[src/pkg/rwc_defines.svh]
`ifndef RWC_DEFINES_SVH
`define RWC_DEFINES_SVH

// Target codes carried in the low three bits of every serial word.
`define RWC_ADDR_CLOCK      3'h4
`define RWC_ADDR_DEVIATION  3'h5
`define RWC_ADDR_STEP       3'h6
`define RWC_ADDR_DELAY      3'h7
`define RWC_F_ADDR          2:0

// Clock register fields.
`define RWC_B_LOAD_SYNC     31
`define RWC_F_MOD_MODE      30:26
`define RWC_F_STATUS        25:21
`define RWC_F_DIV_MODE      20:19
`define RWC_F_SECOND_DIV    18:7
`define RWC_B_DIV_SELECT    6

// Deviation register fields.
`define RWC_B_TRIG_FALLING  30
`define RWC_B_TRIG_RAMP_CLK 29
`define RWC_B_PARABOLIC     28
`define RWC_F_INT_MODE      27:26
`define RWC_B_KEYED_RAMP    25
`define RWC_B_DUAL_RAMP     24
`define RWC_B_WORD_SELECT   23
`define RWC_F_DEV_SHIFT     22:19
`define RWC_F_DEV_STEP      18:3

// Step register fields.
`define RWC_F_STEP_COUNT    22:3

// Delay register fields.
`define RWC_B_TRIG_DELAY    23
`define RWC_B_TRI_DELAY     22
`define RWC_B_SINGLE_TRI    21
`define RWC_B_TRIG_START    20
`define RWC_B_FAST_RAMP     19
`define RWC_B_DLY_FASTLOCK  18
`define RWC_B_RAMP_DELAY    17
`define RWC_B_DLY_CLK_SEL   16
`define RWC_B_DLY_START     15
`define RWC_F_DLY_WORD      14:3

// Field values.
`define RWC_MOD_INT_ONLY    5'h0E
`define RWC_MOD_NORMAL      5'h00
`define RWC_DIV_RAMP        2'h3
`define RWC_DIV_FASTLOCK    2'h1
`define RWC_STAT_READBACK   5'h02
`define RWC_STAT_RAMP_DONE  5'h03
`define RWC_STAT_CP_UP      5'h10
`define RWC_STAT_CP_DOWN    5'h11
`define RWC_INT_OFF         2'h0
`define RWC_INT_STOP        2'h3

// Reset values.
`define RWC_RST_WORD        32'h0000_0000
`define RWC_RST_PINS        4'h0

`endif

[src/pkg/rwc_pkg.sv]
package rwc_pkg;

  // Serial port pins as seen at the block boundary.
  typedef struct packed {
    logic sclk;
    logic sdata;
    logic load_latch_pin;
  } rwc_ser_t;

  // Pin order: [3] trigger, [2] serial clock, [1] serial data, [0] load latch.
  typedef logic [3:0] rwc_pins_t;

  // Synchroniser state: three stages and the agreed level.
  typedef struct packed {
    rwc_pins_t s1;
    rwc_pins_t s2;
    rwc_pins_t s3;
    rwc_pins_t filt;
  } rwc_sync_st_t;

  // Shift register state.
  typedef struct packed {
    logic [31:0] sh;
    logic        sclk_q;
    logic        latch_q;
    logic        pend;
    logic [31:0] word;
    logic        vld;
  } rwc_shift_st_t;

  // Decoded configuration driven to the ramp engine and loop.
  typedef struct packed {
    logic        load_sync_select;
    logic        int_only;
    logic        modulator_on;
    logic [4:0]  status_sel;
    logic        ramp_div_en;
    logic        fast_lock_en;
    logic [11:0] second_ramp_divider_a;
    logic [11:0] second_ramp_divider_b;
    logic        trig_falling;
    logic        trig_ramp_clk;
    logic        parabolic_en;
    logic [1:0]  int_mode;
    logic        keyed_ramp_en;
    logic        dual_ramp_en;
    logic [3:0]  deviation_shift_a;
    logic [15:0] deviation_step_a;
    logic [3:0]  deviation_shift_b;
    logic [15:0] deviation_step_b;
    logic [19:0] steps_a;
    logic [19:0] steps_b;
    logic        trig_delay;
    logic        tri_delay;
    logic        tri_delay_act;
    logic        single_tri;
    logic        trig_start_en;
    logic        fast_ramp_en;
    logic        delay_fast_lock;
    logic        ramp_delay_en;
    logic        delay_clk_sel;
    logic        delayed_start;
    logic [11:0] delay_word;
  } rwc_cfg_t;

  // Start sequencer states.
  typedef enum logic [1:0] {
    RWC_IDLE,
    RWC_DELAY,
    RWC_RUN
  } rwc_seq_t;

  // Whole state of the top module.
  typedef struct packed {
    rwc_cfg_t    cfg;
    rwc_seq_t    seq;
    logic [11:0] dly_cnt;
    logic        trig_q;
    logic        ramp_tick;
    logic        ramp_start;
    logic [11:0] cap_int;
    logic [24:0] cap_fraction;
    logic        cap_vld;
    logic        sweep_hold;
    logic        mux;
    logic        cp_up;
    logic        cp_dn;
  } rwc_main_st_t;

endpackage

[src/rwc_pin_sync.sv]
`include "rwc_defines.svh"

// Three-stage pin synchroniser; a level counts once stages two and three agree.
module rwc_pin_sync import rwc_pkg::*; (
  input  wire logic      core_clk,
  input  wire rwc_pins_t pin_raw,
  input  wire logic      srst,
  output rwc_pins_t      pin_f
);

  rwc_sync_st_t st_r;   // Registered state.
  rwc_sync_st_t st_nxt; // Next state.

  // The first stage feeds only the second; the filter looks at stages two and three.
  always_comb begin
    st_nxt      = st_r;
    st_nxt.s1   = pin_raw;
    st_nxt.s2   = st_r.s1;
    st_nxt.s3   = st_r.s2;
    st_nxt.filt = (~(st_r.s2 ^ st_r.s3) & st_r.s2) | ((st_r.s2 ^ st_r.s3) & st_r.filt);
  end

  // State register with synchronous reset.
  always_ff @(posedge core_clk) begin
    if (srst) begin
      st_r <= '{s1: `RWC_RST_PINS, s2: `RWC_RST_PINS, s3: `RWC_RST_PINS, filt: `RWC_RST_PINS};
    end else begin
      st_r <= st_nxt;
    end
  end

  assign pin_f = st_r.filt;

endmodule // rwc_pin_sync

[src/rwc_shift_in.sv]
`include "rwc_defines.svh"

// Serial word assembler: shifts on serial clock rise, latches on load rise.
module rwc_shift_in import rwc_pkg::*; (
  input  wire logic  core_clk,
  input  wire logic  srst,
  input  wire logic  sclk_f,
  input  wire logic  sdata_f,
  input  wire logic  latch_f,
  input  wire logic  load_sync_select,
  output logic [31:0] word,
  output logic        word_vld
);

  rwc_shift_st_t st_r;     // Registered state.
  rwc_shift_st_t st_nxt;   // Next state.
  logic          latch_rise; // Load pin rising edge.

  assign latch_rise = latch_f & ~st_r.latch_q;

  // Shift data in most significant bit first and hand the word on at the latch.
  always_comb begin
    st_nxt         = st_r;
    st_nxt.vld     = 1'b0;
    st_nxt.sclk_q  = sclk_f;
    st_nxt.latch_q = latch_f;
    st_nxt.pend    = 1'b0;
    if (sclk_f & ~st_r.sclk_q) begin
      st_nxt.sh = {st_r.sh[30:0], sdata_f};
    end
    if (st_r.pend) begin
      // Retimed latch: the word leaves one reference edge later.
      st_nxt.word = st_r.sh;
      st_nxt.vld  = 1'b1;
    end
    if (latch_rise) begin
      if (load_sync_select) begin
        st_nxt.pend = 1'b1; // RULE2
      end else begin
        st_nxt.word = st_r.sh;
        st_nxt.vld  = 1'b1;
      end
    end
  end

  // State register with synchronous reset.
  always_ff @(posedge core_clk) begin
    if (srst) begin
      st_r <= '{sh: `RWC_RST_WORD, sclk_q: 1'b0, latch_q: 1'b0, pend: 1'b0, word: `RWC_RST_WORD, vld: 1'b0};
    end else begin
      st_r <= st_nxt;
    end
  end

  assign word     = st_r.word;
  assign word_vld = st_r.vld;
endmodule // rwc_shift_in

[src/rwc_ramp_ctrl.sv]
// Overview of operation
// RULE1: Low three bits steer word to target register.
// RULE2: Clock bit 31 retimes load to reference.
// RULE3: Mode 01110 gives integer-only, ramping disabled.
// RULE4: Host zeroes fractions, then pulses counter reset.
// RULE5: Clock bits 25:21 choose status output option.
// RULE6: Host sets output select to 1111 then.
// RULE7: Clock bits 20:19 pick ramp or fast-lock.
// RULE8: Divider mode value 11 selects ramp divider.
// RULE9: Second divider sets step timer, fast-lock time.
// RULE10: Clock bit 6 picks second divider slot.
// RULE11: Trigger edge polarity and ramp clock source.
// RULE12: Deviation bit 28 enables parabolic ramp.
// RULE13: Trigger rise captures values; sweep continues/stops.
// RULE14: Bits 25, 24 enable keyed and second ramp.
// RULE15: Bit 23 selects deviation word; shift, step.
// RULE16: Step bit 23 selects word; 20-bit count.
// RULE17: Trigger start delay needs delayed start too.
// RULE18: Triangle clipping delay only with ramp delay.
// RULE19: Single full triangle; host sets ramp mode.
// RULE20: Trigger high starts ramp when enabled.
// RULE21: Bit 19 enables two-slope fast ramp.
// RULE22: Bits 18, 17: delay fast-lock, ramp delay.
// RULE23: Delay clock: reference or first divider ticks.
// RULE24: Delayed start enable and 12-bit duration.
// RULE25: Host follows fixed power-up programming order.
`include "rwc_defines.svh"

module rwc_ramp_ctrl import rwc_pkg::*; (
  input  wire logic        core_clk,
  input  wire logic        srst,
  input  wire rwc_ser_t    ser,
  input  wire logic        trigger_pin,
  input  wire logic        first_ramp_divider_tick,
  input  wire logic        ramp_done,
  input  wire logic [11:0] int_value,
  input  wire logic [24:0] fractional_divide_value,
  output rwc_cfg_t         cfg,
  output logic             ramp_tick,
  output logic             ramp_start,
  output logic [11:0]      cap_int_value,
  output logic [24:0]      cap_fractional_value,
  output logic             sweep_hold,
  output logic             multiplexed_output_pin,
  output logic             cp_force_up,
  output logic             cp_force_dn
);

  ////////////////////////////////////////////////////////////////////////////////
  // Pin front end
  ////////////////////////////////////////////////////////////////////////////////

  rwc_main_st_t st_r;      // Registered state.
  rwc_main_st_t st_nxt;    // Next state.
  rwc_pins_t    pin_f;     // Filtered pin levels.
  logic [31:0]  word;      // Latched serial word.
  logic         word_vld;  // One-cycle strobe with a new word.
  logic         trig_f;    // Filtered trigger level.
  logic         trig_rise; // Trigger rising edge.
  logic         trig_fall; // Trigger falling edge.
  logic         idle_go;   // Start request seen while idle.
  logic         delay_tick; // One tick of the chosen delay clock.

  // Serial and trigger pins cross into the reference clock domain here.
  rwc_pin_sync u_sync (
    .core_clk (core_clk),
    .pin_raw  ({trigger_pin, ser.sclk, ser.sdata, ser.load_latch_pin}),
    .srst     (srst),
    .pin_f    (pin_f)
  );

  // Words are assembled from the filtered levels.
  rwc_shift_in u_shift (
    .core_clk         (core_clk),
    .srst             (srst),
    .sclk_f           (pin_f[2]),
    .sdata_f          (pin_f[1]),
    .latch_f          (pin_f[0]),
    .load_sync_select (st_r.cfg.load_sync_select),
    .word             (word),
    .word_vld         (word_vld)
  );

  assign trig_f     = pin_f[3];
  assign trig_rise  = trig_f & ~st_r.trig_q;
  assign trig_fall  = ~trig_f & st_r.trig_q;
  assign idle_go    = (st_r.seq == RWC_IDLE) & st_r.cfg.trig_start_en & trig_f & st_r.cfg.modulator_on;
  assign delay_tick = st_r.cfg.delay_clk_sel ? first_ramp_divider_tick : 1'b1; // RULE23

  ////////////////////////////////////////////////////////////////////////////////
  // Next-state logic
  ////////////////////////////////////////////////////////////////////////////////

  // Decodes words, runs the trigger and start logic and builds the outputs.
  always_comb begin
    st_nxt            = st_r;
    st_nxt.trig_q     = trig_f;
    st_nxt.ramp_start = 1'b0;

    // Register writes; codes below four belong to other registers and are ignored here.
    if (word_vld) begin
      unique case (word[`RWC_F_ADDR]) // RULE1
        `RWC_ADDR_CLOCK: begin
          st_nxt.cfg.load_sync_select = word[`RWC_B_LOAD_SYNC]; // RULE2
          st_nxt.cfg.int_only     = (word[`RWC_F_MOD_MODE] == `RWC_MOD_INT_ONLY); // RULE3
          st_nxt.cfg.status_sel   = word[`RWC_F_STATUS]; // RULE5
          st_nxt.cfg.ramp_div_en  = (word[`RWC_F_DIV_MODE] == `RWC_DIV_RAMP); // RULE7 RULE8
          st_nxt.cfg.fast_lock_en = (word[`RWC_F_DIV_MODE] == `RWC_DIV_FASTLOCK); // RULE7
          if (word[`RWC_B_DIV_SELECT]) begin
            st_nxt.cfg.second_ramp_divider_b = word[`RWC_F_SECOND_DIV]; // RULE9 RULE10
          end else begin
            st_nxt.cfg.second_ramp_divider_a = word[`RWC_F_SECOND_DIV]; // RULE9 RULE10
          end
        end
        `RWC_ADDR_DEVIATION: begin
          st_nxt.cfg.trig_falling  = word[`RWC_B_TRIG_FALLING]; // RULE11
          st_nxt.cfg.trig_ramp_clk = word[`RWC_B_TRIG_RAMP_CLK]; // RULE11
          st_nxt.cfg.parabolic_en  = word[`RWC_B_PARABOLIC]; // RULE12
          st_nxt.cfg.int_mode      = word[`RWC_F_INT_MODE]; // RULE13
          st_nxt.cfg.keyed_ramp_en = word[`RWC_B_KEYED_RAMP]; // RULE14
          st_nxt.cfg.dual_ramp_en  = word[`RWC_B_DUAL_RAMP]; // RULE14
          // A new interrupt setting releases a held sweep and the pending readback.
          st_nxt.sweep_hold = 1'b0;
          st_nxt.cap_vld    = 1'b0;
          if (word[`RWC_B_WORD_SELECT]) begin
            st_nxt.cfg.deviation_shift_b = word[`RWC_F_DEV_SHIFT]; // RULE15
            st_nxt.cfg.deviation_step_b  = word[`RWC_F_DEV_STEP]; // RULE15
          end else begin
            st_nxt.cfg.deviation_shift_a = word[`RWC_F_DEV_SHIFT]; // RULE15
            st_nxt.cfg.deviation_step_a  = word[`RWC_F_DEV_STEP]; // RULE15
          end
        end
        `RWC_ADDR_STEP: begin
          if (word[`RWC_B_WORD_SELECT]) begin
            st_nxt.cfg.steps_b = word[`RWC_F_STEP_COUNT]; // RULE16
          end else begin
            st_nxt.cfg.steps_a = word[`RWC_F_STEP_COUNT]; // RULE16
          end
        end
        `RWC_ADDR_DELAY: begin
          st_nxt.cfg.trig_delay      = word[`RWC_B_TRIG_DELAY]; // RULE17
          st_nxt.cfg.tri_delay       = word[`RWC_B_TRI_DELAY]; // RULE18
          st_nxt.cfg.single_tri      = word[`RWC_B_SINGLE_TRI]; // RULE19
          st_nxt.cfg.trig_start_en   = word[`RWC_B_TRIG_START]; // RULE20
          st_nxt.cfg.fast_ramp_en    = word[`RWC_B_FAST_RAMP]; // RULE21
          st_nxt.cfg.delay_fast_lock = word[`RWC_B_DLY_FASTLOCK]; // RULE22
          st_nxt.cfg.ramp_delay_en   = word[`RWC_B_RAMP_DELAY]; // RULE22
          st_nxt.cfg.delay_clk_sel   = word[`RWC_B_DLY_CLK_SEL]; // RULE23
          st_nxt.cfg.delayed_start   = word[`RWC_B_DLY_START]; // RULE24
          st_nxt.cfg.delay_word      = word[`RWC_F_DLY_WORD]; // RULE24
        end
        default: begin
          st_nxt.cfg = st_r.cfg;
        end
      endcase
    end

    // Derived enables; clipping only counts while the ramp delay is on.
    st_nxt.cfg.modulator_on  = ~st_nxt.cfg.int_only; // RULE3
    st_nxt.cfg.tri_delay_act = st_nxt.cfg.tri_delay & st_nxt.cfg.ramp_delay_en; // RULE18

    // Ramp clock: divider ticks or the active trigger edge; none in integer-only mode.
    st_nxt.ramp_tick = st_r.cfg.modulator_on & ~st_r.sweep_hold & // RULE3
                       (st_r.cfg.trig_ramp_clk ? (st_r.cfg.trig_falling ? trig_fall : trig_rise) // RULE11
                                               : first_ramp_divider_tick);

    // Trigger rise captures the current values; set wins over a same-cycle clear.
    if ((st_r.cfg.int_mode != `RWC_INT_OFF) && trig_rise) begin
      st_nxt.cap_int      = int_value; // RULE13
      st_nxt.cap_fraction = fractional_divide_value; // RULE13
      st_nxt.cap_vld      = 1'b1;
      if (st_r.cfg.int_mode == `RWC_INT_STOP) begin
        st_nxt.sweep_hold = 1'b1; // RULE13
      end
    end

    // Start sequencer: a high trigger starts a ramp, optionally after a delay.
    unique case (st_r.seq)
      RWC_IDLE: begin
        if (idle_go) begin
          if (st_r.cfg.trig_delay & st_r.cfg.delayed_start) begin
            st_nxt.dly_cnt = st_r.cfg.delay_word; // RULE17 RULE24
            st_nxt.seq     = RWC_DELAY;
          end else begin
            st_nxt.ramp_start = 1'b1; // RULE20
            st_nxt.seq        = RWC_RUN;
          end
        end
      end
      RWC_DELAY: begin
        if (delay_tick) begin
          if (st_r.dly_cnt == 12'h000) begin
            st_nxt.ramp_start = 1'b1; // RULE17
            st_nxt.seq        = RWC_RUN;
          end else begin
            st_nxt.dly_cnt = st_r.dly_cnt - 12'h001; // RULE24
          end
        end
      end
      RWC_RUN: begin
        // The ramp engine reports the end; a still-high trigger then restarts.
        if (ramp_done) begin
          st_nxt.seq = RWC_IDLE;
        end
      end
    endcase
    // Integer-only mode stops any pending or running start.
    if (st_r.cfg.int_only) begin
      st_nxt.seq        = RWC_IDLE;
      st_nxt.ramp_start = 1'b0; // RULE3
    end

    // Status routing to the multiplexed pin and the forced charge pump.
    unique case (st_r.cfg.status_sel) // RULE5
      `RWC_STAT_READBACK:  st_nxt.mux = st_r.cap_vld;
      `RWC_STAT_RAMP_DONE: st_nxt.mux = ramp_done;
      default:             st_nxt.mux = 1'b0;
    endcase
    st_nxt.cp_up = (st_r.cfg.status_sel == `RWC_STAT_CP_UP); // RULE5
    st_nxt.cp_dn = (st_r.cfg.status_sel == `RWC_STAT_CP_DOWN); // RULE5
  end

  ////////////////////////////////////////////////////////////////////////////////
  // State register
  ////////////////////////////////////////////////////////////////////////////////

  // Synchronous reset puts every field, and so every output, at zero.
  always_ff @(posedge core_clk) begin
    if (srst) begin
      st_r <= '0;
    end else begin
      st_r <= st_nxt;
    end
  end

  assign cfg                    = st_r.cfg;
  assign ramp_tick              = st_r.ramp_tick;
  assign ramp_start             = st_r.ramp_start;
  assign cap_int_value          = st_r.cap_int;
  assign cap_fractional_value   = st_r.cap_fraction;
  assign sweep_hold             = st_r.sweep_hold;
  assign multiplexed_output_pin = st_r.mux;
  assign cp_force_up            = st_r.cp_up;
  assign cp_force_dn            = st_r.cp_dn;
endmodule // rwc_ramp_ctrl

[config.mk]
export PLATFORM = sky130hd
export DESIGN_NAME = rwc_ramp_ctrl
export DESIGN_NICKNAME = d
export VERILOG_FILES = /design/src/pkg/rwc_pkg.sv /design/src/rwc_pin_sync.sv /design/src/rwc_shift_in.sv /design/src/rwc_ramp_ctrl.sv
export VERILOG_INCLUDE_DIRS = /design/src /design/src/pkg
export SDC_FILE = /design/constraint.sdc
export NUM_CORES = 1
export LEC_CHECK = 0
export CORE_ASPECT_RATIO = 1.75
export CORE_MARGIN = 2
export CORE_UTILIZATION = 45
export DETAILED_ROUTE_END_ITERATION = 6
export DONT_BUFFER_PORTS = 1
export PLACE_DENSITY_LB_ADDON = 0.08
export SYNTH_ARGS = -nofsm -noshare
export SYNTH_HDL_FRONTEND = slang
export SYNTH_SLANG_ARGS = --single-unit
[constraint.sdc]
create_clock -name core_clk -period 4.99 [get_ports core_clk]
set_input_delay 0.2495 -clock core_clk [delete_from_list [all_inputs] [get_ports core_clk]]
set_output_delay 0.2495 -clock core_clk [all_outputs]
set_load 0.01 [all_outputs]
* After elaboration in Yosys (flattened, before gate mapping) *
Index checks and enable logic that the tools add are counted.

word-level totals
  bits of input ports = 45
  word-level logic and storage cells = 159
  bits in registers = 286
  output and inout port bits = 186

operators by class
  add/sub/neg operators = 1
  reductions and logical operators = 21
  multiplexer cells = 39
  bitwise logic cells = 25
  equality and inequality tests = 20

operators with widths
  operator                 number
  $mux W142                1
  $mux W33                 3
  $mux W20                 4
  $mux W12                 4
  $mux W47                 1
  $mux W40                 1
  $mux W31                 1
  $mux W14                 2
  $pmux W12 S2             1
  $mux W19                 1
  $reduce_and A3 Y1        6
  $mux W2                  7
  $eq A3 B3 Y1 const B     4
  $logic_not A12 Y1        1
  $sub A12 B1 Y12 const B  1
  $and A1 B1 Y1            11
  $eq A5 B2 Y1 const B     2
  $eq A5 B5 Y1 const B     2
  $mux W1                  10
  $ne A2 B2 Y1 const B     5
  $not A1 Y1               9
  $and A4 B4 Y4            2
  $reduce_and A2 Y1        4
  $reduce_bool A2 Y1       4
  14 further kinds         19

* Depth between registers and ports, before layout *
  depth after elaboration = 6
  depth in mapped cells = 7
  gate-level depth less buffers = 6

* By module *
Synthesis repeated with hierarchy kept, for this count alone.

unflattened totals
  cell total of the unflattened synthesis = 1505
  area, all modules = 12326.8 µm²

modules (own cells, without submodules)
  module         area an instance (µm²)  times used  sequential area each (µm²)  cells each
  rwc_ramp_ctrl  8913.5                  1           4043.9                      1139
  rwc_shift_in   2896.5                  1           1361.3                      321
  rwc_pin_sync   516.7                   1           320.3                       45

* Worst setup path before layout *
OpenSTA, ideal clock, no wires.

  kind = register -> register
  start = register st_r[45] (netlist bit)
  end = register st_r[57] (netlist bit)
  period minus slack after synthesis = 2.105 ns
  library setup time = 0.070 ns
  buffers on the path = 0
  stages on the path, launching flop included = 7
  data arrival time = 2.036 ns
  setup slack = 2.885 ns
  required time = 4.920 ns
  path through = dfxtp_1 -> inv_1 -> ha_1 -> or3b_2 -> o41a_1 -> or4_1 -> a21boi_1

on the way
  word-level cells in the longest chain between the ends = 3

RTL lines
  item                                line                  source
  from (decl)                         rwc_ramp_ctrl.sv:53   rwc_main_st_t st_r;
  from (signal assigned)              rwc_ramp_ctrl.sv:232  st_r <= st_nxt;
  $logic_not A12 Y1                   rwc_ramp_ctrl.sv:192  if (st_r.dly_cnt == 12'h000) begin
  $ne A2 B2 Y1 (no source line)       --
  $reduce_and A4 Y1 (no source line)  --

No other way between the ends.
A chain may end at the register's enable or synchronous reset.

* Worst setup path after layout *
  start = register st_r[58] (netlist bit)
  end = register st_r[49] (netlist bit)

on the way
  word-level cells in the longest chain between the ends = 6
  elaborated cells between the ends (all ways) = 12
  those cells by class = eq/ne (5); mux (1); bitwise (3); reduce/logical (3)

RTL lines
  item                                line                                       source
  $logic_not A2 Y1                    rwc_ramp_ctrl.sv:87, rwc_ramp_ctrl.sv:178
  $and A1 B1 Y1 (3 in a row)          rwc_ramp_ctrl.sv:87                        assign idle_go = (st_r.seq == RWC_IDLE) & st_r.cfg.trig_start_en & trig_f & st_r.cfg.modulator_on;
  $ne A2 B2 Y1 (no source line)       --
  $reduce_and A5 Y1 (no source line)  --

Several ways; a longest one is shown, not always the timed one.

==> flow_summary.html <==
<table>
<tr><th>Metric</th><th>Value</th></tr>
<tr><th colspan="2">Drt</th></tr>
<tr><td>Count of antenna-violating nets left after detailed routing</td><td>0</td></tr>
<tr><td>Routed via count divided by cell count</td><td>5.25</td></tr>
<tr><td>Starting DRC count in detailed routing</td><td>577</td></tr>
<tr><td>Amount of wire on met2 after detailed routing</td><td>15.7 mm</td></tr>
<tr><td>TritonRoute pass-1 iters</td><td>4</td></tr>
<tr><td>Routed length on met1</td><td>11.6 mm</td></tr>
<tr><td>Detailed route wirelength on metal3</td><td>1.92 mm</td></tr>
<tr><td>Top layer in use</td><td>met4</td></tr>
<tr><td>Count of unresolved DRC violations after routing</td><td>0</td></tr>
<tr><td>Final Routed Wirelength</td><td>30.2 mm</td></tr>
<tr><td>Per-cell routed wire length</td><td>18.6 µm</td></tr>
<tr><td>DR vias</td><td>8551</td></tr>
<tr><th colspan="2">Pwr</th></tr>
<tr><td>Switching share of power</td><td>20.8%</td></tr>
<tr><td>Sequential group share of total power</td><td>50.4%</td></tr>
<tr><td>Clock share of power</td><td>47.7%</td></tr>
<tr><td>Comb power frac</td><td>1.8%</td></tr>
<tr><td>Final Power</td><td>4540 µW</td></tr>
<tr><td>Ratio of total power to cell area</td><td>382 mW/mm²</td></tr>
<tr><td>VDD IR-drop max</td><td>0.245 mV</td></tr>
<tr><td>Leak pwr</td><td>0.00387 µW</td></tr>
<tr><td>Power Internal</td><td>3600 µW</td></tr>
<tr><td>Power spent charging and discharging nets</td><td>945 µW</td></tr>
<tr><th colspan="2">Global route</th></tr>
<tr><td>Maximum number of pins on one net before global-route repair</td><td>272</td></tr>
<tr><td>Number of antenna violations at the first check in global routing</td><td>0</td></tr>
<tr><td>GRT Total Usage</td><td>21.0%</td></tr>
<tr><td>Total congestion overflow after global routing</td><td>0</td></tr>
<tr><td>Wire length of the first global-routing pass</td><td>46.4 mm</td></tr>
<tr><td>Via count of the first global-routing pass</td><td>8106</td></tr>
<tr><th colspan="2">Setup path</th></tr>
<tr><td>CP max FO</td><td>19</td></tr>
<tr><td>FF-to-FF setup slack</td><td>2.56 ns</td></tr>
<tr><td>Slowest-stage cell, CP</td><td>sky130_fd_sc_hd__or4b_2</td></tr>
<tr><td>Worst R2R Path Depth</td><td>6</td></tr>
<tr><td>Biggest cell delay along the critical path</td><td>0.73 ns</td></tr>
<tr><td>Reg-to-reg endpoint</td><td>st_r[49]$_SDFFE_PP0P_</td></tr>
<tr><td>Sort of element at the start of the critical path</td><td>flop</td></tr>
<tr><td>Arrival time worst endpoint</td><td>2.90 ns</td></tr>
<tr><td>Reg2Reg Launch Point</td><td>st_r[58]$_SDFFE_PP0P_</td></tr>
<tr><td>List of cells traversed by the critical path</td><td>inv_1, ha_1, inv_2, a2bb2oi_1, or4b_2, a31oi_1</td></tr>
<tr><td>Type of the setup path with the least slack</td><td>flop to flop</td></tr>
<tr><td>Critical Path Sink Type</td><td>flop</td></tr>
<tr><td>Critical path required time</td><td>5.46 ns</td></tr>
<tr><th colspan="2">Layout</th></tr>
<tr><td>Filler cells</td><td>2528</td></tr>
<tr><td>Ratio of cells with drive above 1 in the final layout</td><td>4.66%</td></tr>
<tr><td>Fin nets</td><td>1339</td></tr>
<tr><td>Post-route cell area</td><td>0.0119 mm²</td></tr>
<tr><td>Final core area utilization</td><td>46.0%</td></tr>
<tr><td>Antenna fix cells</td><td>0</td></tr>
<tr><td>Area added between synthesis and finish</td><td>0.678%</td></tr>
<tr><th colspan="2">STA</th></tr>
<tr><td>Unrepaired setup endpoints after global routing</td><td>no</td></tr>
<tr><td>Final period util</td><td>48.7%</td></tr>
<tr><td>Hold Violations, Final</td><td>0</td></tr>
<tr><td>Headroom to the max-slew limit</td><td>17.6%</td></tr>
<tr><td>Transition time at the pin with the least slew margin</td><td>1.24 ns</td></tr>
<tr><td>Timing-limited maximum frequency</td><td>0.411 GHz</td></tr>
<tr><td>Number of max-slew violations in the final report</td><td>0</td></tr>
<tr><td>Summed negative setup slack over all endpoints</td><td>0 ns</td></tr>
<tr><td>Final setup viols</td><td>0</td></tr>
<tr><td>Hold slack</td><td>0.132 ns</td></tr>
<tr><td>Final critical-path required period</td><td>2.43 ns</td></tr>
<tr><td>Worst clock skew</td><td>0.0160 ns</td></tr>
<tr><th colspan="2">Yosys</th></tr>
<tr><td>Number of distinct library cells after synthesis</td><td>56</td></tr>
<tr><td>Fraction of the yosys area taken by sequential cells</td><td>48.5%</td></tr>
<tr><td>Total nets after synthesis</td><td>1540</td></tr>
<tr><td>Proportion of register bits with asynchronous set or reset after synthesis</td><td>0%</td></tr>
<tr><td>Most repeated cell in the gate-level netlist after synthesis</td><td>sky130_fd_sc_hd__nand2_1</td></tr>
<tr><td>Ys Warns</td><td>0</td></tr>
<tr><td>Synthesized instance count</td><td>1490</td></tr>
<tr><td>Top_reg_cell synth</td><td>sky130_fd_sc_hd__dfxtp_1</td></tr>
<tr><td>Proportion of netlist area held by the largest area contributor</td><td>48.5%</td></tr>
<tr><td>Commonest cells post-synth</td><td>sky130_fd_sc_hd__nand2_1 (498), sky130_fd_sc_hd__dfxtp_1 (286), sky130_fd_sc_hd__a21oi_1 (252)</td></tr>
<tr><td>Library cell occupying the most area in the post-synthesis netlist</td><td>sky130_fd_sc_hd__dfxtp_1</td></tr>
<tr><td>Synthesized cell area</td><td>0.0118 mm²</td></tr>
<tr><td>Mean instance size in the synthesized netlist</td><td>7.93 µm²</td></tr>
<tr><td>Seq cells post-synth</td><td>286</td></tr>
<tr><td>Number of synthesized flops with an enable pin</td><td>0</td></tr>
<tr><td>Biggest area contributors in the synthesized netlist</td><td>sky130_fd_sc_hd__dfxtp_1 (48%), sky130_fd_sc_hd__nand2_1 (16%), sky130_fd_sc_hd__buf_4 (12%), sky130_fd_sc_hd__a21oi_1 (11%), sky130_fd_sc_hd__clkbuf_1 (2.6%)</td></tr>
<tr><th colspan="2">Placed design</th></tr>
<tr><td># port buffers</td><td>0</td></tr>
<tr><td>Placer congestion estimate</td><td>0.859</td></tr>
<tr><td>Total cell area at the placement stage</td><td>0.0105 mm²</td></tr>
<tr><td>Detail Placement HPWL</td><td>19.2 mm</td></tr>
<tr><th colspan="2">CTS</th></tr>
<tr><td># H-tree levels</td><td>1</td></tr>
<tr><td>Clock buffer depth</td><td>3</td></tr>
<tr><td>Buffer cell driving the clock tree root</td><td>sky130_fd_sc_hd__clkbuf_16</td></tr>
<tr><td>Number of buffers inserted during clock tree synthesis</td><td>28</td></tr>
<tr><td>Sinks on the clock net</td><td>286</td></tr>
<tr><td>Insertion delay to the later sink of the worst-skew pair</td><td>0.55 ns</td></tr>
<tr><td>TritonCTS clock tree</td><td>built</td></tr>
<tr><td>Clk pin slew, worst setup/hold paths</td><td>0.06 ns</td></tr>
<tr><th colspan="2">Die</th></tr>
<tr><td>Initial Utilization</td><td>45.7%</td></tr>
<tr><td>Die Outline Area</td><td>0.0276 mm²</td></tr>
<tr><td>Top-level port count</td><td>231</td></tr>
<tr><td>Placeable Area</td><td>0.0259 mm²</td></tr>
<tr><td>Height of the die</td><td>218 µm</td></tr>
<tr><td>Width of the die</td><td>126 µm</td></tr>
<tr><td>Placement Rows</td><td>78</td></tr>
<tr><th colspan="2">Min path</th></tr>
<tr><td>Depth of the worst hold-timing path</td><td>4</td></tr>
<tr><td>Hold Path Origin</td><td>ramp_done</td></tr>
<tr><td>Hold worst-path end</td><td>st_r[58]$_SDFFE_PP0P_</td></tr>
<tr><td>Hold crit path type</td><td>input port to flop</td></tr>
<tr><th colspan="2">Run status</th></tr>
<tr><td>Result of the run</td><td>completed</td></tr>
<tr><th colspan="2">Run</th></tr>
<tr><td>Max cap viols</td><td>0</td></tr>
</table>
-- through the flow --
step	std cells	setup WS, ns
4_1_cts	1628	2.54
2_1_floorplan	1490	2.88
5_1_grt	1628	2.34
3_3_place_gp	1534	2.61
6_report	1628	2.56
3_5_place_dp	1534	2.57
-- area by class of cell --
type / count / area, µm² / share of cell area (%)
clock buffers: 40 / 807 / 6.79
clock inverters: 9 / 126 / 1.06
inverters: 10 / 37.5 / 0.316
multi-input cells: 912 / 4280 / 36.0
flip-flops and latches: 286 / 5730 / 48.2
well taps: 320 / 400 / 3.37
repair buffers: 51 / 513 / 4.31
-- flip-flops by register name, summed over array words and instances (netlist names), 4 cells and up, named ones only --
signal                flops
cap_int_value            12
st_r                     16
u_sync.st_r               4
cfg                     143
u_shift.st_r             35
u_sync.st_nxt             8
u_shift.word             32
cap_fractional_value     25
-- metal layers --
metal	vias up	GRT usage [%]
met2	243	38.2
met3	46	4.26
met4	0	8.10
met5	-	0
met1	3992	23.9
li1	4270	-
-- power by group through the flow --
stage                     registers [µW]  clock network, µW  logic, µW
after floorplan                     2340                  0       44.0
after global placement              2340                  0       18.8
final                               2290               2170       83.8
after detailed placement            2340                  0       18.7
after global routing                2290               2310       91.2
after CTS                           2290               2230       83.9
-- how the worst max path moves through the flow --
stage	start	to	slack [ns]
6_report	st_r[58]$_SDFFE_PP0P_	st_r[49]$_SDFFE_PP0P_	2.56
5_1_grt	st_r[58]$_SDFFE_PP0P_	st_r[49]$_SDFFE_PP0P_	2.34
4_1_cts	st_r[58]$_SDFFE_PP0P_	st_r[49]$_SDFFE_PP0P_	2.54
3_5_place_dp	st_r[58]$_SDFFE_PP0P_	st_r[49]$_SDFFE_PP0P_	2.57
3_3_place_gp	st_r[58]$_SDFFE_PP0P_	st_r[49]$_SDFFE_PP0P_	2.61
2_1_floorplan	st_r[45]$_SDFFE_PP0P_	st_r[57]$_SDFFE_PP0P_	2.88
-- layout by cell type, fill, tap and decap left out, types with 5 or more instances in the layout --
master,instances
sky130_fd_sc_hd__a21oi_1,252
sky130_fd_sc_hd__clkinv_2,5
sky130_fd_sc_hd__buf_4,6
sky130_fd_sc_hd__nor3_1,9
sky130_fd_sc_hd__o311ai_0,6
sky130_fd_sc_hd__clkbuf_1,7
sky130_fd_sc_hd__nor4_1,8
sky130_fd_sc_hd__nand3_1,9
sky130_fd_sc_hd__nor2_1,14
sky130_fd_sc_hd__nand2_1,498
sky130_fd_sc_hd__inv_1,9
sky130_fd_sc_hd__dfxtp_1,286
sky130_fd_sc_hd__clkbuf_16,29
sky130_fd_sc_hd__o21ai_0,11
sky130_fd_sc_hd__ha_1,5
sky130_fd_sc_hd__dlygate4sd3_1,44
sky130_fd_sc_hd__nand2b_1,6
sky130_fd_sc_hd__nor2b_1,20
-- logic make-up after synthesis --
group | Yosys count | synth area share [%]
AND/OR/NAND/NOR | 607 | 21.7
buffers and inverters | 292 | 15.5
adder cells (fa/ha/maj) | 5 | 0.530
multiplexers | 3 | 0.254
AO/OA/AOI/OAI | 297 | 13.5
flip-flops | 286 | 48.5
-- critical path, delay by kind of cell (launching register included) --
kind                     cells  cell delay (ns)
AND/OR/NAND/NOR              1             0.73
adder cells (fa/ha/maj)      1             0.48
AO/OA/AOI/OAI                2             0.48
buffers and inverters        2             0.35
flip-flops                   1             0.32
-- what timing repair did --
item | in CTS | in global routing
buffers inserted | 0 | 0
endpoints found under the hold margin | 277 | 0
resized for setup | 0 | 0
hold buffers | 45 | 0
Note: power is estimated with default switching activity, not from simulation.
